--- config.mk ---
export PLATFORM = sky130hd
export DESIGN_NAME = tsof_framer
export DESIGN_NICKNAME = d
export VERILOG_FILES = /design/src/rtl/tsof_framer.v
export VERILOG_INCLUDE_DIRS = /design/src /design/src/inc
export SDC_FILE = /design/constraint.sdc
export NUM_CORES = 2
export LEC_CHECK = 0
export ABC_AREA = 1
export ABC_CLOCK_PERIOD_IN_PS = 6300
export BUFFER_PORTS_ARGS = -buffer_cell sky130_fd_sc_hd__buf_2
export CAP_MARGIN = 5
export CELL_PAD_IN_SITES_DETAIL_PLACEMENT = 0
export CELL_PAD_IN_SITES_GLOBAL_PLACEMENT = 1
export CORE_MARGIN = 4
export CORE_UTILIZATION = 30
export CTS_CLUSTER_SIZE = 10
export DETAILED_ROUTE_END_ITERATION = 10
export PLACE_DENSITY = 0.52
export SYNTH_ARGS = -nofsm -noshare
export SYNTH_HDL_FRONTEND = slang
export SYNTH_SLANG_ARGS = --single-unit
--- constraint.sdc ---
create_clock -name core_clk_i -period 6.3 [get_ports core_clk_i]
set_input_delay 0.63 -clock core_clk_i [delete_from_list [all_inputs] [get_ports core_clk_i]]
set_output_delay 0.63 -clock core_clk_i [all_outputs]
set_load 0.01 [all_outputs]
--- src/inc/tsof_defines.vh ---
`ifndef TSOF_DEFINES_VH
`define TSOF_DEFINES_VH
// per-stream register block: stream index in addr[5:4]
`define TSOF_OFS_CTRL      2'h0
`define TSOF_OFS_PORT      2'h1
`define TSOF_OFS_ADDR      2'h2
`define TSOF_OFS_RATE      2'h3
`define TSOF_OFS_STATUS    8'h40
`define TSOF_OFS_DROPS     8'h44
// control word fields
`define TSOF_CTRL_EN       0
`define TSOF_CTRL_RTP      1
`define TSOF_CTRL_FEC      2
`define TSOF_CTRL_PAD_LO   3
`define TSOF_CTRL_PAD_HI   4
`define TSOF_CTRL_CONN     5
`define TSOF_PAD_OFF       2'h0
`define TSOF_PAD_AUTO      2'h1
`define TSOF_PAD_MAN       2'h2
// reset values
`define TSOF_RST_CTRL      6'h00
`define TSOF_RST_PORT      16'h0400
`define TSOF_RST_ADDR      32'hE101_0101
`define TSOF_RST_RATE      32'h0000_0800
// packet framing
`define TSOF_PKT_LAST      8'hBB
`define TSOF_SLOT_LAST     3'h6
`define TSOF_CRED_NEED     4'h7
`define TSOF_RTP_LAST      8'h0B
`define TSOF_SYNC          8'h47
`define TSOF_NULL_PID      13'h1FFF
`define TSOF_NULL_B3       8'h10
`define TSOF_FILL          8'hFF
`define TSOF_RTP_B0        8'h80
`define TSOF_RTP_PT        8'h21
`define TSOF_LOOP_NET      8'h7F
`define TSOF_BCAST_IP      32'hFFFF_FFFF
`define TSOF_RESP_OK       2'h0
`define TSOF_RESP_ERR      2'h2
`endif

--- src/rtl/tsof_framer.v ---
// The placing of the registers and the AXI4-Lite interface to the registers were decided locally.
`timescale 1ns/1ps
`include "tsof_defines.vh"
module tsof_framer #(
    parameter NUM_STREAMS = 4,              // streams on this port
    parameter [31:0] SSRC = 32'h5A5A_0001,  // arbitrary value
    parameter [31:0] AUTO_INIT = 32'h0000_2000 // auto period start
) (
    input  wire        core_clk_i,      // clock, 25 MHz
    input  wire        arst_n_i,        // async reset, low
    input  wire [7:0]  s_axi_awaddr_i,  // write address
    input  wire        s_axi_awvalid_i, // write address valid
    output wire        s_axi_awready_o, // write address ready
    input  wire [31:0] s_axi_wdata_i,   // write data
    input  wire [3:0]  s_axi_wstrb_i,   // byte enables
    input  wire        s_axi_wvalid_i,  // write data valid
    output wire        s_axi_wready_o,  // write data ready
    output wire [1:0]  s_axi_bresp_o,   // write response
    output wire        s_axi_bvalid_o,  // write response valid
    input  wire        s_axi_bready_i,  // write response ready
    input  wire [7:0]  s_axi_araddr_i,  // read address
    input  wire        s_axi_arvalid_i, // read address valid
    output wire        s_axi_arready_o, // read address ready
    output wire [31:0] s_axi_rdata_o,   // read data
    output wire [1:0]  s_axi_rresp_o,   // read response
    output wire        s_axi_rvalid_o,  // read valid
    input  wire        s_axi_rready_i,  // read ready
    input  wire [3:0]  src_avail_i,     // packet waiting per stream
    input  wire [3:0]  src_cfg_chg_i,   // source reconfigured pulse
    output wire [1:0]  src_sel_o,       // stream being served
    input  wire [7:0]  src_data_i,      // source byte
    input  wire        src_valid_i,     // source byte valid
    output wire        src_ready_o,     // source byte taken
    output wire        dg_start_o,      // datagram start pulse
    output wire [1:0]  dg_stream_o,     // datagram stream
    output wire [15:0] dg_port_o,       // udp destination port
    output wire [31:0] dg_addr_o,       // ip destination
    output wire        dg_bcast_o,      // use broadcast mac
    output wire        dg_rtp_o,        // rtp header present
    output wire        dg_fec_o,        // fec on for stream
    output wire [7:0]  out_data_o,      // payload byte
    output wire        out_valid_o,     // payload byte valid
    output wire        out_sop_o,       // first payload byte
    output wire        out_eop_o,       // last payload byte
    input  wire        out_ready_i      // downstream ready
);
    localparam [5:0] ST_IDLE = 6'h01;
    localparam [5:0] ST_HDR  = 6'h02;
    localparam [5:0] ST_SLOT = 6'h04;
    localparam [5:0] ST_SRC  = 6'h08;
    localparam [5:0] ST_NUL  = 6'h10;
    localparam [5:0] ST_DROP = 6'h20;

    // ======================================================
    // register storage
    // ======================================================
    // four stream slots
    reg  [5:0]  ctrl_q [0:NUM_STREAMS-1];
    reg  [15:0] port_q [0:NUM_STREAMS-1];
    reg  [31:0] addr_q [0:NUM_STREAMS-1];
    reg  [31:0] rate_q [0:NUM_STREAMS-1];
    reg  [31:0] per_q  [0:NUM_STREAMS-1];
    reg  [31:0] gap_q  [0:NUM_STREAMS-1];
    reg  [31:0] tmr_q  [0:NUM_STREAMS-1];
    reg  [3:0]  cred_q [0:NUM_STREAMS-1];
    reg  [15:0] seq_q  [0:NUM_STREAMS-1];
    reg  [3:0]  rej_q;
    reg  [3:0]  avail_d_q;
    reg  [31:0] drops_q;
    reg  [31:0] ts_q;

    reg         aw_got_q;
    reg  [7:0]  awaddr_q;
    reg         w_got_q;
    reg  [31:0] wdata_q;
    reg  [3:0]  wstrb_q;
    reg         bvalid_q;
    reg  [1:0]  bresp_q;
    reg         rvalid_q;
    reg  [31:0] rdata_q;
    reg  [1:0]  rresp_q;

    reg  [5:0]  st_q;
    reg  [1:0]  cur_q;
    reg  [1:0]  rr_q;
    reg  [2:0]  slot_q;
    reg  [7:0]  bc_q;
    reg         first_q;
    reg  [31:0] stamp_q;
    reg         dg_start_q;
    reg  [15:0] dg_port_q;
    reg  [31:0] dg_addr_q;
    reg         dg_rtp_q;
    reg         dg_fec_q;
    reg  [7:0]  out_data_q;
    reg         out_valid_q;
    reg         out_sop_q;
    reg         out_eop_q;

    function rtp_eff;
        input [5:0] c;
        rtp_eff = c[`TSOF_CTRL_RTP] | c[`TSOF_CTRL_FEC];
    endfunction

    // with rtp, round odd port up to even, 0xFFFF down to 0xFFFE
    function [15:0] port_eff;
        input [15:0] p;
        input        rtp;
        if (rtp && p[0])
            port_eff = (p == 16'hFFFF) ? 16'hFFFE : p + 16'h0001;
        else
            port_eff = p;
    endfunction

    wire [3:0] fec_vec;
    genvar g;
    generate
        for (g = 0; g < NUM_STREAMS; g = g + 1) begin : g_fec
            assign fec_vec[g] = ctrl_q[g][`TSOF_CTRL_FEC];
        end
    endgenerate

    // bit 32 flags a mapped address
    function [32:0] reg_word;
        input [7:0] a;
        reg [1:0] s;
        begin
            s = a[5:4];
            reg_word = 33'h0_0000_0000;
            if (a[7:6] == 2'b00 && a[1:0] == 2'b00) begin
                case (a[3:2])
                    `TSOF_OFS_CTRL: reg_word = {7'h40, 20'h0_0000,
                                                ctrl_q[s]};
                    `TSOF_OFS_PORT: reg_word = {17'h1_0000,
                        port_eff(port_q[s], rtp_eff(ctrl_q[s]))};
                    `TSOF_OFS_ADDR: reg_word = {1'b1, addr_q[s]};
                    default:        reg_word = {1'b1, rate_q[s]};
                endcase
            end else if (a == `TSOF_OFS_STATUS) begin
                reg_word = {25'h100_0000, fec_vec, rej_q};
            end else if (a == `TSOF_OFS_DROPS) begin
                reg_word = {1'b1, drops_q};
            end
        end
    endfunction

    // ======================================================
    // axi4-lite slave
    // ======================================================
    wire        do_wr = aw_got_q & w_got_q & ~bvalid_q;
    wire [32:0] wr_old = reg_word(awaddr_q);
    wire [31:0] wmask = {{8{wstrb_q[3]}}, {8{wstrb_q[2]}},
                         {8{wstrb_q[1]}}, {8{wstrb_q[0]}}};
    wire [31:0] wval = (wr_old[31:0] & ~wmask) | (wdata_q & wmask);
    wire [1:0]  wsel = awaddr_q[5:4];
    wire        wstr = do_wr & wr_old[32] & (awaddr_q[7:6] == 2'b00);
    wire [3:0]  wsel_oh = 4'h1 << wsel;
    wire        fec_busy = |(fec_vec & ~wsel_oh);

    assign s_axi_awready_o = ~aw_got_q;
    assign s_axi_wready_o  = ~w_got_q;
    assign s_axi_bvalid_o  = bvalid_q;
    assign s_axi_bresp_o   = bresp_q;
    assign s_axi_arready_o = ~rvalid_q;
    assign s_axi_rvalid_o  = rvalid_q;
    assign s_axi_rdata_o   = rdata_q;
    assign s_axi_rresp_o   = rresp_q;

    wire [32:0] rd_w = reg_word(s_axi_araddr_i);

    always @(posedge core_clk_i or negedge arst_n_i) begin
        if (!arst_n_i) begin
            aw_got_q <= 1'b0;
            awaddr_q <= 8'h00;
            w_got_q  <= 1'b0;
            wdata_q  <= 32'h0000_0000;
            wstrb_q  <= 4'h0;
            bvalid_q <= 1'b0;
            bresp_q  <= `TSOF_RESP_OK;
            rvalid_q <= 1'b0;
            rdata_q  <= 32'h0000_0000;
            rresp_q  <= `TSOF_RESP_OK;
        end else begin
            if (s_axi_awvalid_i && !aw_got_q) begin
                aw_got_q <= 1'b1;
                awaddr_q <= s_axi_awaddr_i;
            end
            if (s_axi_wvalid_i && !w_got_q) begin
                w_got_q <= 1'b1;
                wdata_q <= s_axi_wdata_i;
                wstrb_q <= s_axi_wstrb_i;
            end
            if (do_wr) begin
                aw_got_q <= 1'b0;
                w_got_q  <= 1'b0;
                bvalid_q <= 1'b1;
                bresp_q  <= wr_old[32] ? `TSOF_RESP_OK : `TSOF_RESP_ERR;
            end else if (bvalid_q && s_axi_bready_i) begin
                bvalid_q <= 1'b0;
            end
            if (s_axi_arvalid_i && !rvalid_q) begin
                rvalid_q <= 1'b1;
                rdata_q  <= rd_w[31:0];
                rresp_q  <= rd_w[32] ? `TSOF_RESP_OK : `TSOF_RESP_ERR;
            end else if (rvalid_q && s_axi_rready_i) begin
                rvalid_q <= 1'b0;
            end
        end
    end

    // ======================================================
    // per-stream pacing and configuration
    // ======================================================
    wire       can = ~out_valid_q | out_ready_i;
    wire [5:0] cc  = ctrl_q[cur_q];
    wire [1:0] cpad = cc[`TSOF_CTRL_PAD_HI:`TSOF_CTRL_PAD_LO];
    wire       use_src = cc[`TSOF_CTRL_CONN] & src_avail_i[cur_q];
    wire       slot_go = (st_q == ST_SLOT) & (cpad != `TSOF_PAD_OFF)
                         & can;
    wire       src_last = (st_q == ST_SRC) & src_valid_i & can
                          & (bc_q == `TSOF_PKT_LAST);
    wire       nul_last = (st_q == ST_NUL) & can
                          & (bc_q == `TSOF_PKT_LAST);
    wire       dg_end = (src_last | nul_last)
                        & (slot_q == `TSOF_SLOT_LAST);
    // source ahead of manual rate: drop one
    wire       drop_go = dg_end & (cpad == `TSOF_PAD_MAN)
                         & use_src & (cred_q[cur_q] == 4'h0);
    reg  [3:0] elig;
    reg  [1:0] pick;
    reg        pick_ok;
    integer    i;
    integer    k;

    always @* begin
        elig = 4'h0;
        pick = rr_q;
        pick_ok = 1'b0;
        for (k = 0; k < NUM_STREAMS; k = k + 1) begin
            if (ctrl_q[k][`TSOF_CTRL_EN]) begin
                // no padding waits for source data
                if (ctrl_q[k][4:3] == `TSOF_PAD_OFF)
                    elig[k] = ctrl_q[k][`TSOF_CTRL_CONN] & src_avail_i[k];
                else
                    elig[k] = (cred_q[k] >= `TSOF_CRED_NEED);
            end
        end
        for (k = NUM_STREAMS; k >= 1; k = k - 1) begin
            if (elig[rr_q + k[1:0]]) begin
                pick = rr_q + k[1:0];
                pick_ok = 1'b1;
            end
        end
    end

    always @(posedge core_clk_i or negedge arst_n_i) begin
        if (!arst_n_i) begin
            for (i = 0; i < NUM_STREAMS; i = i + 1) begin
                ctrl_q[i] <= `TSOF_RST_CTRL;
                port_q[i] <= `TSOF_RST_PORT;
                addr_q[i] <= `TSOF_RST_ADDR;
                rate_q[i] <= `TSOF_RST_RATE;
                per_q[i]  <= AUTO_INIT;
                gap_q[i]  <= 32'h0000_0000;
                tmr_q[i]  <= 32'h0000_0000;
                cred_q[i] <= 4'h0;
                seq_q[i]  <= 16'h0000;
            end
            rej_q     <= 4'h0;
            avail_d_q <= 4'h0;
        end else begin
            avail_d_q <= src_avail_i;
            for (i = 0; i < NUM_STREAMS; i = i + 1) begin
                // track shortest source gap, reset on change
                gap_q[i] <= gap_q[i] + 32'h0000_0001;
                if (src_cfg_chg_i[i]) begin
                    per_q[i] <= AUTO_INIT;
                    gap_q[i] <= 32'h0000_0000;
                end else if (src_avail_i[i] && !avail_d_q[i]) begin
                    gap_q[i] <= 32'h0000_0000;
                    if (gap_q[i] < per_q[i] && gap_q[i] != 32'h0)
                        per_q[i] <= gap_q[i];
                end
                // manual slots tick regardless of sources
                if (!ctrl_q[i][`TSOF_CTRL_EN] ||
                    ctrl_q[i][4:3] == `TSOF_PAD_OFF) begin
                    tmr_q[i]  <= 32'h0000_0000;
                    cred_q[i] <= 4'h0;
                end else begin
                    if (tmr_q[i] + 32'h0000_0001 >=
                        ((ctrl_q[i][4:3] == `TSOF_PAD_MAN) ?
                         rate_q[i] : per_q[i]))
                        tmr_q[i] <= 32'h0000_0000;
                    else
                        tmr_q[i] <= tmr_q[i] + 32'h0000_0001;
                    cred_q[i] <= cred_q[i]
                        + {3'h0, (tmr_q[i] == 32'h0 &&
                                  cred_q[i] != 4'hF)}
                        // no wrap below zero if padding turns on mid-run
                        - {3'h0, (slot_go && cur_q == i[1:0] &&
                                  cred_q[i] != 4'h0)};
                end
                // sequence steps once per rtp datagram
                if (st_q == ST_IDLE && pick_ok && pick == i[1:0] &&
                    rtp_eff(ctrl_q[i]))
                    seq_q[i] <= seq_q[i] + 16'h0001;
            end
            if (wstr) begin
                case (awaddr_q[3:2])
                    `TSOF_OFS_CTRL: begin
                        // fec refused while another owns it
                        ctrl_q[wsel] <= {wval[5:3],
                                         wval[2] & ~fec_busy, wval[1:0]};
                    end
                    `TSOF_OFS_PORT: begin
                        if (wval[15:0] != 16'h0000)
                            port_q[wsel] <= wval[15:0];
                    end
                    `TSOF_OFS_ADDR: begin
                        if (wval[31:24] == `TSOF_LOOP_NET) begin
                            rej_q[wsel] <= 1'b1;
                        end else begin
                            rej_q[wsel]  <= 1'b0;
                            addr_q[wsel] <= wval;
                        end
                    end
                    default: begin
                        if (wval != 32'h0000_0000)
                            rate_q[wsel] <= wval;
                    end
                endcase
            end
        end
    end

    // ======================================================
    // datagram sequencer and byte output
    // ======================================================
    // only rtp header, source and null packet bytes leave; no control packets exist
    reg [7:0]   nb;
    wire [12:0] null_pid = `TSOF_NULL_PID;
    always @* begin
        case (st_q)
            ST_HDR: begin
                case (bc_q[3:0])
                    4'h0:    nb = `TSOF_RTP_B0;
                    4'h1:    nb = `TSOF_RTP_PT;
                    4'h2:    nb = seq_q[cur_q][15:8];
                    4'h3:    nb = seq_q[cur_q][7:0];
                    4'h4:    nb = stamp_q[31:24];
                    4'h5:    nb = stamp_q[23:16];
                    4'h6:    nb = stamp_q[15:8];
                    4'h7:    nb = stamp_q[7:0];
                    4'h8:    nb = SSRC[31:24];
                    4'h9:    nb = SSRC[23:16];
                    4'hA:    nb = SSRC[15:8];
                    default: nb = SSRC[7:0];
                endcase
            end
            ST_NUL: begin
                // null packet header with pid 0x1fff
                case (bc_q)
                    8'h00:   nb = `TSOF_SYNC;
                    8'h01:   nb = {3'h0, null_pid[12:8]};
                    8'h02:   nb = null_pid[7:0];
                    8'h03:   nb = `TSOF_NULL_B3;
                    default: nb = `TSOF_FILL;
                endcase
            end
            default: nb = src_data_i;
        endcase
    end

    wire emit = can & ((st_q == ST_HDR) | (st_q == ST_NUL) |
                       ((st_q == ST_SRC) & src_valid_i));

    always @(posedge core_clk_i or negedge arst_n_i) begin
        if (!arst_n_i) begin
            st_q        <= ST_IDLE;
            cur_q       <= 2'h0;
            rr_q        <= 2'h0;
            slot_q      <= 3'h0;
            bc_q        <= 8'h00;
            first_q     <= 1'b0;
            stamp_q     <= 32'h0000_0000;
            ts_q        <= 32'h0000_0000;
            drops_q     <= 32'h0000_0000;
            dg_start_q  <= 1'b0;
            dg_port_q   <= 16'h0000;
            dg_addr_q   <= 32'h0000_0000;
            dg_rtp_q    <= 1'b0;
            dg_fec_q    <= 1'b0;
            out_data_q  <= 8'h00;
            out_valid_q <= 1'b0;
            out_sop_q   <= 1'b0;
            out_eop_q   <= 1'b0;
        end else begin
            ts_q       <= ts_q + 32'h0000_0001;
            dg_start_q <= 1'b0;
            if (can)
                out_valid_q <= 1'b0;
            if (emit) begin
                out_valid_q <= 1'b1;
                out_data_q  <= nb;
                out_sop_q   <= first_q;
                out_eop_q   <= dg_end;
                first_q     <= 1'b0;
            end
            case (st_q)
                ST_IDLE: begin
                    if (pick_ok) begin
                        cur_q      <= pick;
                        rr_q       <= pick;
                        slot_q     <= 3'h0;
                        bc_q       <= 8'h00;
                        first_q    <= 1'b1;
                        stamp_q    <= ts_q;
                        dg_start_q <= 1'b1;
                        dg_rtp_q   <= rtp_eff(ctrl_q[pick]);
                        dg_fec_q   <= ctrl_q[pick][`TSOF_CTRL_FEC];
                        dg_addr_q  <= addr_q[pick];
                        dg_port_q  <= port_eff(port_q[pick],
                                               rtp_eff(ctrl_q[pick]));
                        st_q <= rtp_eff(ctrl_q[pick]) ? ST_HDR : ST_SLOT;
                    end
                end
                ST_HDR: begin
                    if (can) begin
                        bc_q <= bc_q + 8'h01;
                        if (bc_q == `TSOF_RTP_LAST) begin
                            bc_q <= 8'h00;
                            st_q <= ST_SLOT;
                        end
                    end
                end
                ST_SLOT: begin
                    bc_q <= 8'h00;
                    if (use_src)
                        st_q <= ST_SRC;
                    else if (slot_go)
                        st_q <= ST_NUL;
                end
                ST_SRC, ST_NUL: begin
                    if (emit) begin
                        bc_q <= bc_q + 8'h01;
                        if (bc_q == `TSOF_PKT_LAST) begin
                            slot_q <= slot_q + 3'h1;
                            st_q <= (slot_q == `TSOF_SLOT_LAST) ?
                                    (drop_go ? ST_DROP : ST_IDLE) :
                                    ST_SLOT;
                            bc_q <= 8'h00;
                        end
                    end
                end
                ST_DROP: begin
                    if (src_valid_i) begin
                        bc_q <= bc_q + 8'h01;
                        if (bc_q == `TSOF_PKT_LAST) begin
                            drops_q <= drops_q + 32'h0000_0001;
                            st_q <= ST_IDLE;
                        end
                    end
                end
                default: st_q <= ST_IDLE;
            endcase
        end
    end

    assign src_sel_o   = cur_q;
    assign src_ready_o = ((st_q == ST_SRC) & can) | (st_q == ST_DROP);
    assign dg_start_o  = dg_start_q;
    assign dg_stream_o = cur_q;
    assign dg_port_o   = dg_port_q;
    assign dg_addr_o   = dg_addr_q;
    assign dg_bcast_o  = (dg_addr_q == `TSOF_BCAST_IP);
    assign dg_rtp_o    = dg_rtp_q;
    assign dg_fec_o    = dg_fec_q;
    assign out_data_o  = out_data_q;
    assign out_valid_o = out_valid_q;
    assign out_sop_o   = out_sop_q;
    assign out_eop_o   = out_eop_q;
endmodule

==> qor.csv <==
metric;value;unit
min_path_cells;3;
fillers;23000;
io_buffers;183;
grt_max_degree;171;
reg2reg_depth;14;
ys_seq_elements;1076;
num_io_pins;186;
synth_mux_area_share;0.538;%
end_kind;flip-flop;
p_per_area;272;nW/µm²
initial_utilization;30.2;%
die-area;224000;µm²
synth_fa_ha_area_share;6.20;%
area_delta_synth_final;14.5;%
wire_per_inst;23.8;µm
worstMarginPinSlew;1.39;ns
layout-drive-gt1-share;7.64;%
gr-usage-all-layers;24.5;%
clock_path_buffers;3;
min_from;s_axi_wdata_i[3];
synth-compound-area-share;15.6;%
hold_viol;0;
status;complete, no violations;
postCtsSetupRepairBufs;0;
drc;0;
peakVddDrop;0.000294;V
worst-setup-path-type;reg2reg;
postSynthCellCount;8621;
routabilityCongestion;0.924;
yosysWarnings;0;
synth_top_area_share;39.9;%
synth-xor-area-share;2.90;%
antenna_found_initial;23;
clk_pin_slew_worst_paths;0.06;ns
hold_path_class;in2reg;
synth-simple-area-share;24.3;%
routed_via_density;5.19;
rsz0062_at_grt;no;
maxCapViolations;0;
multi_input_area;32200;µm²
layout.nets;9156;
drt_iter0_drc;5714;
critical_path_arrival;6.30;ns
cts_tree;built;
fp.dieW;473;µm
setup_violations;0;
seqCellArea;27000;µm²
grt_pass1_wl;411;mm
worst-path-max-fanout;51;
grt_overflow;0;
dp_hpwl;211;mm
route.antenna.remaining_nets;0;
vias;60800;
drt_first_pass_iters;6;
ys.flop_type;dfrtp_1;
min_period;5.64;ns
ys_seq_area_share;41.6;%
clkSinkCount;1076;
cts_root_buf;clkbuf_16;
postRouteWirelength;279;mm
cts_resized;0;
netlist.top_cell.by_area;dfrtp_1;
r2r-start;awaddr_q[5];
first_global_vias;59000;
ys_async_sr_fraction;100;%
fmax;177;MHz
max-slew-margin-rel;4.89;%
clock_latency;0.82;ns
r2r_end;addr_q[1];
finalPower;20200;µW
cp_data_required_time;6.97;ns
finalSetupTns;0;ns
coreArea;215000;µm²
power.leakage;0.0348;µW
synth_top_family_by_area;simple AND/OR/NAND/NOR gates;
fin_skew;0.0379;ns
htree_num_levels;4;
num_rows;170;
synthTopCellsByArea;dfrtp_1 (40%), nand2_1 (12%), o21ai_0 (6.6%);
finalMaxSlewViolations;0;
ff2ff_setup_slack;0.66;ns
hold_path_end;wdata_q[3];
die_h;473;µm
syn_area;64800;µm²
syn_avg_cell_area;7.52;µm²
min_period_over_period;89.5;%
cts_buffers;144;
worst_setup_path_start_kind;flip-flop;
synth_edf_count;0;
yosysUniqueCellTypes;76;
==> worst max-delay path: stages (launching register included) <==
cell and delay (ns):
dfrtp_1 0.48, nand2_2 0.13, clkinv_2 0.62, buf_12 0.46, buf_4 0.27, o2bb2ai_1 0.14, o21ai_0 0.29, nand3_1 0.26
a22oi_1 0.84, inv_1 0.32, nor4_1 0.25, nand2_1 0.23, nand2_2 0.34, buf_4 0.56, o21ai_0 0.15
==> worst max path at each step <==
stage,start,endpoint,cells after the start
floorplan,tmr_q[0],tmr_q[0],22
finish,awaddr_q[5],addr_q[1],14
global route,awaddr_q[5],addr_q[25],14
detailed placement,awaddr_q[5],addr_q[15],14
CTS,awaddr_q[5],addr_q[27],14
global placement,awaddr_q[5],addr_q[27],14
==> Yosys cell counts, drive strengths merged, types with 15 or more instances <==
cell,number
a221oi,37
o2bb2ai,20
o211ai,15
clkbuf,241
nor3,187
a41oi,19
nand3,319
ha,315
mux2,31
dfrtp,1035
o22ai,108
a21oi,467
xor2,181
o21ai,900
inv,1098
xnor2,34
dfstp,41
a31oi,33
a211oi,23
nand4,279
o21a,22
nor4,110
nand2,2005
a22oi,73
buf,127
nor2,764
==> metrics by stage <==
stage	area [µm²]	hold WS, ns	std cells	util (%)	setup WS, ns
finish	74200	0.0712	11700	34.6	0.664
global route	74200	0.0398	11700	34.5	0.454
CTS	74200	0.000208	11700	34.5	0.818
detailed placement	69100	0.449	11400	32.1	0.852
global placement	69100	0.450	11400	32.1	0.831
floorplan	64800	0.334	8622	-	2.50
==> layout make-up <==
type                       instances  share of cell area (%)
multi-input combinational       6066                    43.4
sequential                      1076                    36.3
clock buffer                     227                    5.72
inverter                        1112                    5.63
tap                             2838                    4.78
timing repair buffer             360                    3.45
clock inverter                    34                   0.647
antenna                           11                  0.0371
==> state kept, by name, indices dropped and copies added, names as in the netlist, 24 cells and up, named ones only <==
signal / count
addr_q: 128
gap_q: 128
per_q: 128
rate_q: 128
tmr_q: 128
port_q: 64
seq_q: 64
dg_addr_o: 32
drops_q: 32
s_axi_rdata_o: 32
stamp_q: 32
ts_q: 32
wdata_q: 32
ctrl_q: 24
==> repair_timing <==
item                                   4_1_cts  5_1_grt
hold buffers                                41        0
endpoints found under the hold margin       89        0
setup endpoints to repair                    0        0
==> kinds of logic (layout without fill, tap and decap cells) <==
logic type	Yosys count	after routing
other	1	13
and+or+nand+nor	3698	3698
xor gates and xnor gates	215	215
muxes	31	31
adders and majority gates	319	319
buffers and inverters	1480	1733
AOI/OAI and AO/OA	1801	1801
DFF	1076	1076
==> layer usage <==
metal,GRT usage [%],part of all wire (%)
met1,36.2,48
met2,37.3,43
met3,3.82,6.1
met4,6.26,2.7
met5,0,0.037
==> power breakdown <==
group	switching (µW)	leakage (µW)	internal, µW	total, µW
clock network	3490	0.00230	4860	8360
registers	429	0.0145	7210	7640
logic	3280	0.0180	884	4160
==> cells in the final DEF, fill, tap and decap left out, types with 37 or more instances in the layout <==
master / netlist / layout
nand2_1: 2002 / 1990
inv_1: 1086 / 1085
dfrtp_1: 1035 / 1034
o21ai_0: 860 / 860
nor2_1: 755 / 745
a21oi_1: 467 / 467
ha_1: 315 / 315
nand3_1: 308 / 308
nand4_1: 278 / 278
nor3_1: 184 / 184
xor2_1: 181 / 181
buf_2: 53 / 180
clkbuf_16: 0 / 145
buf_4: 10 / 121
nor4_1: 110 / 110
o22ai_1: 108 / 108
a22oi_1: 73 / 73
clkbuf_1: 241 / 51
dfstp_2: 41 / 41
dlygate4sd3_1: 0 / 41
o21ai_1: 40 / 40
a221oi_1: 37 / 37
No activity file was read; power rests on OpenSTA's default activity.
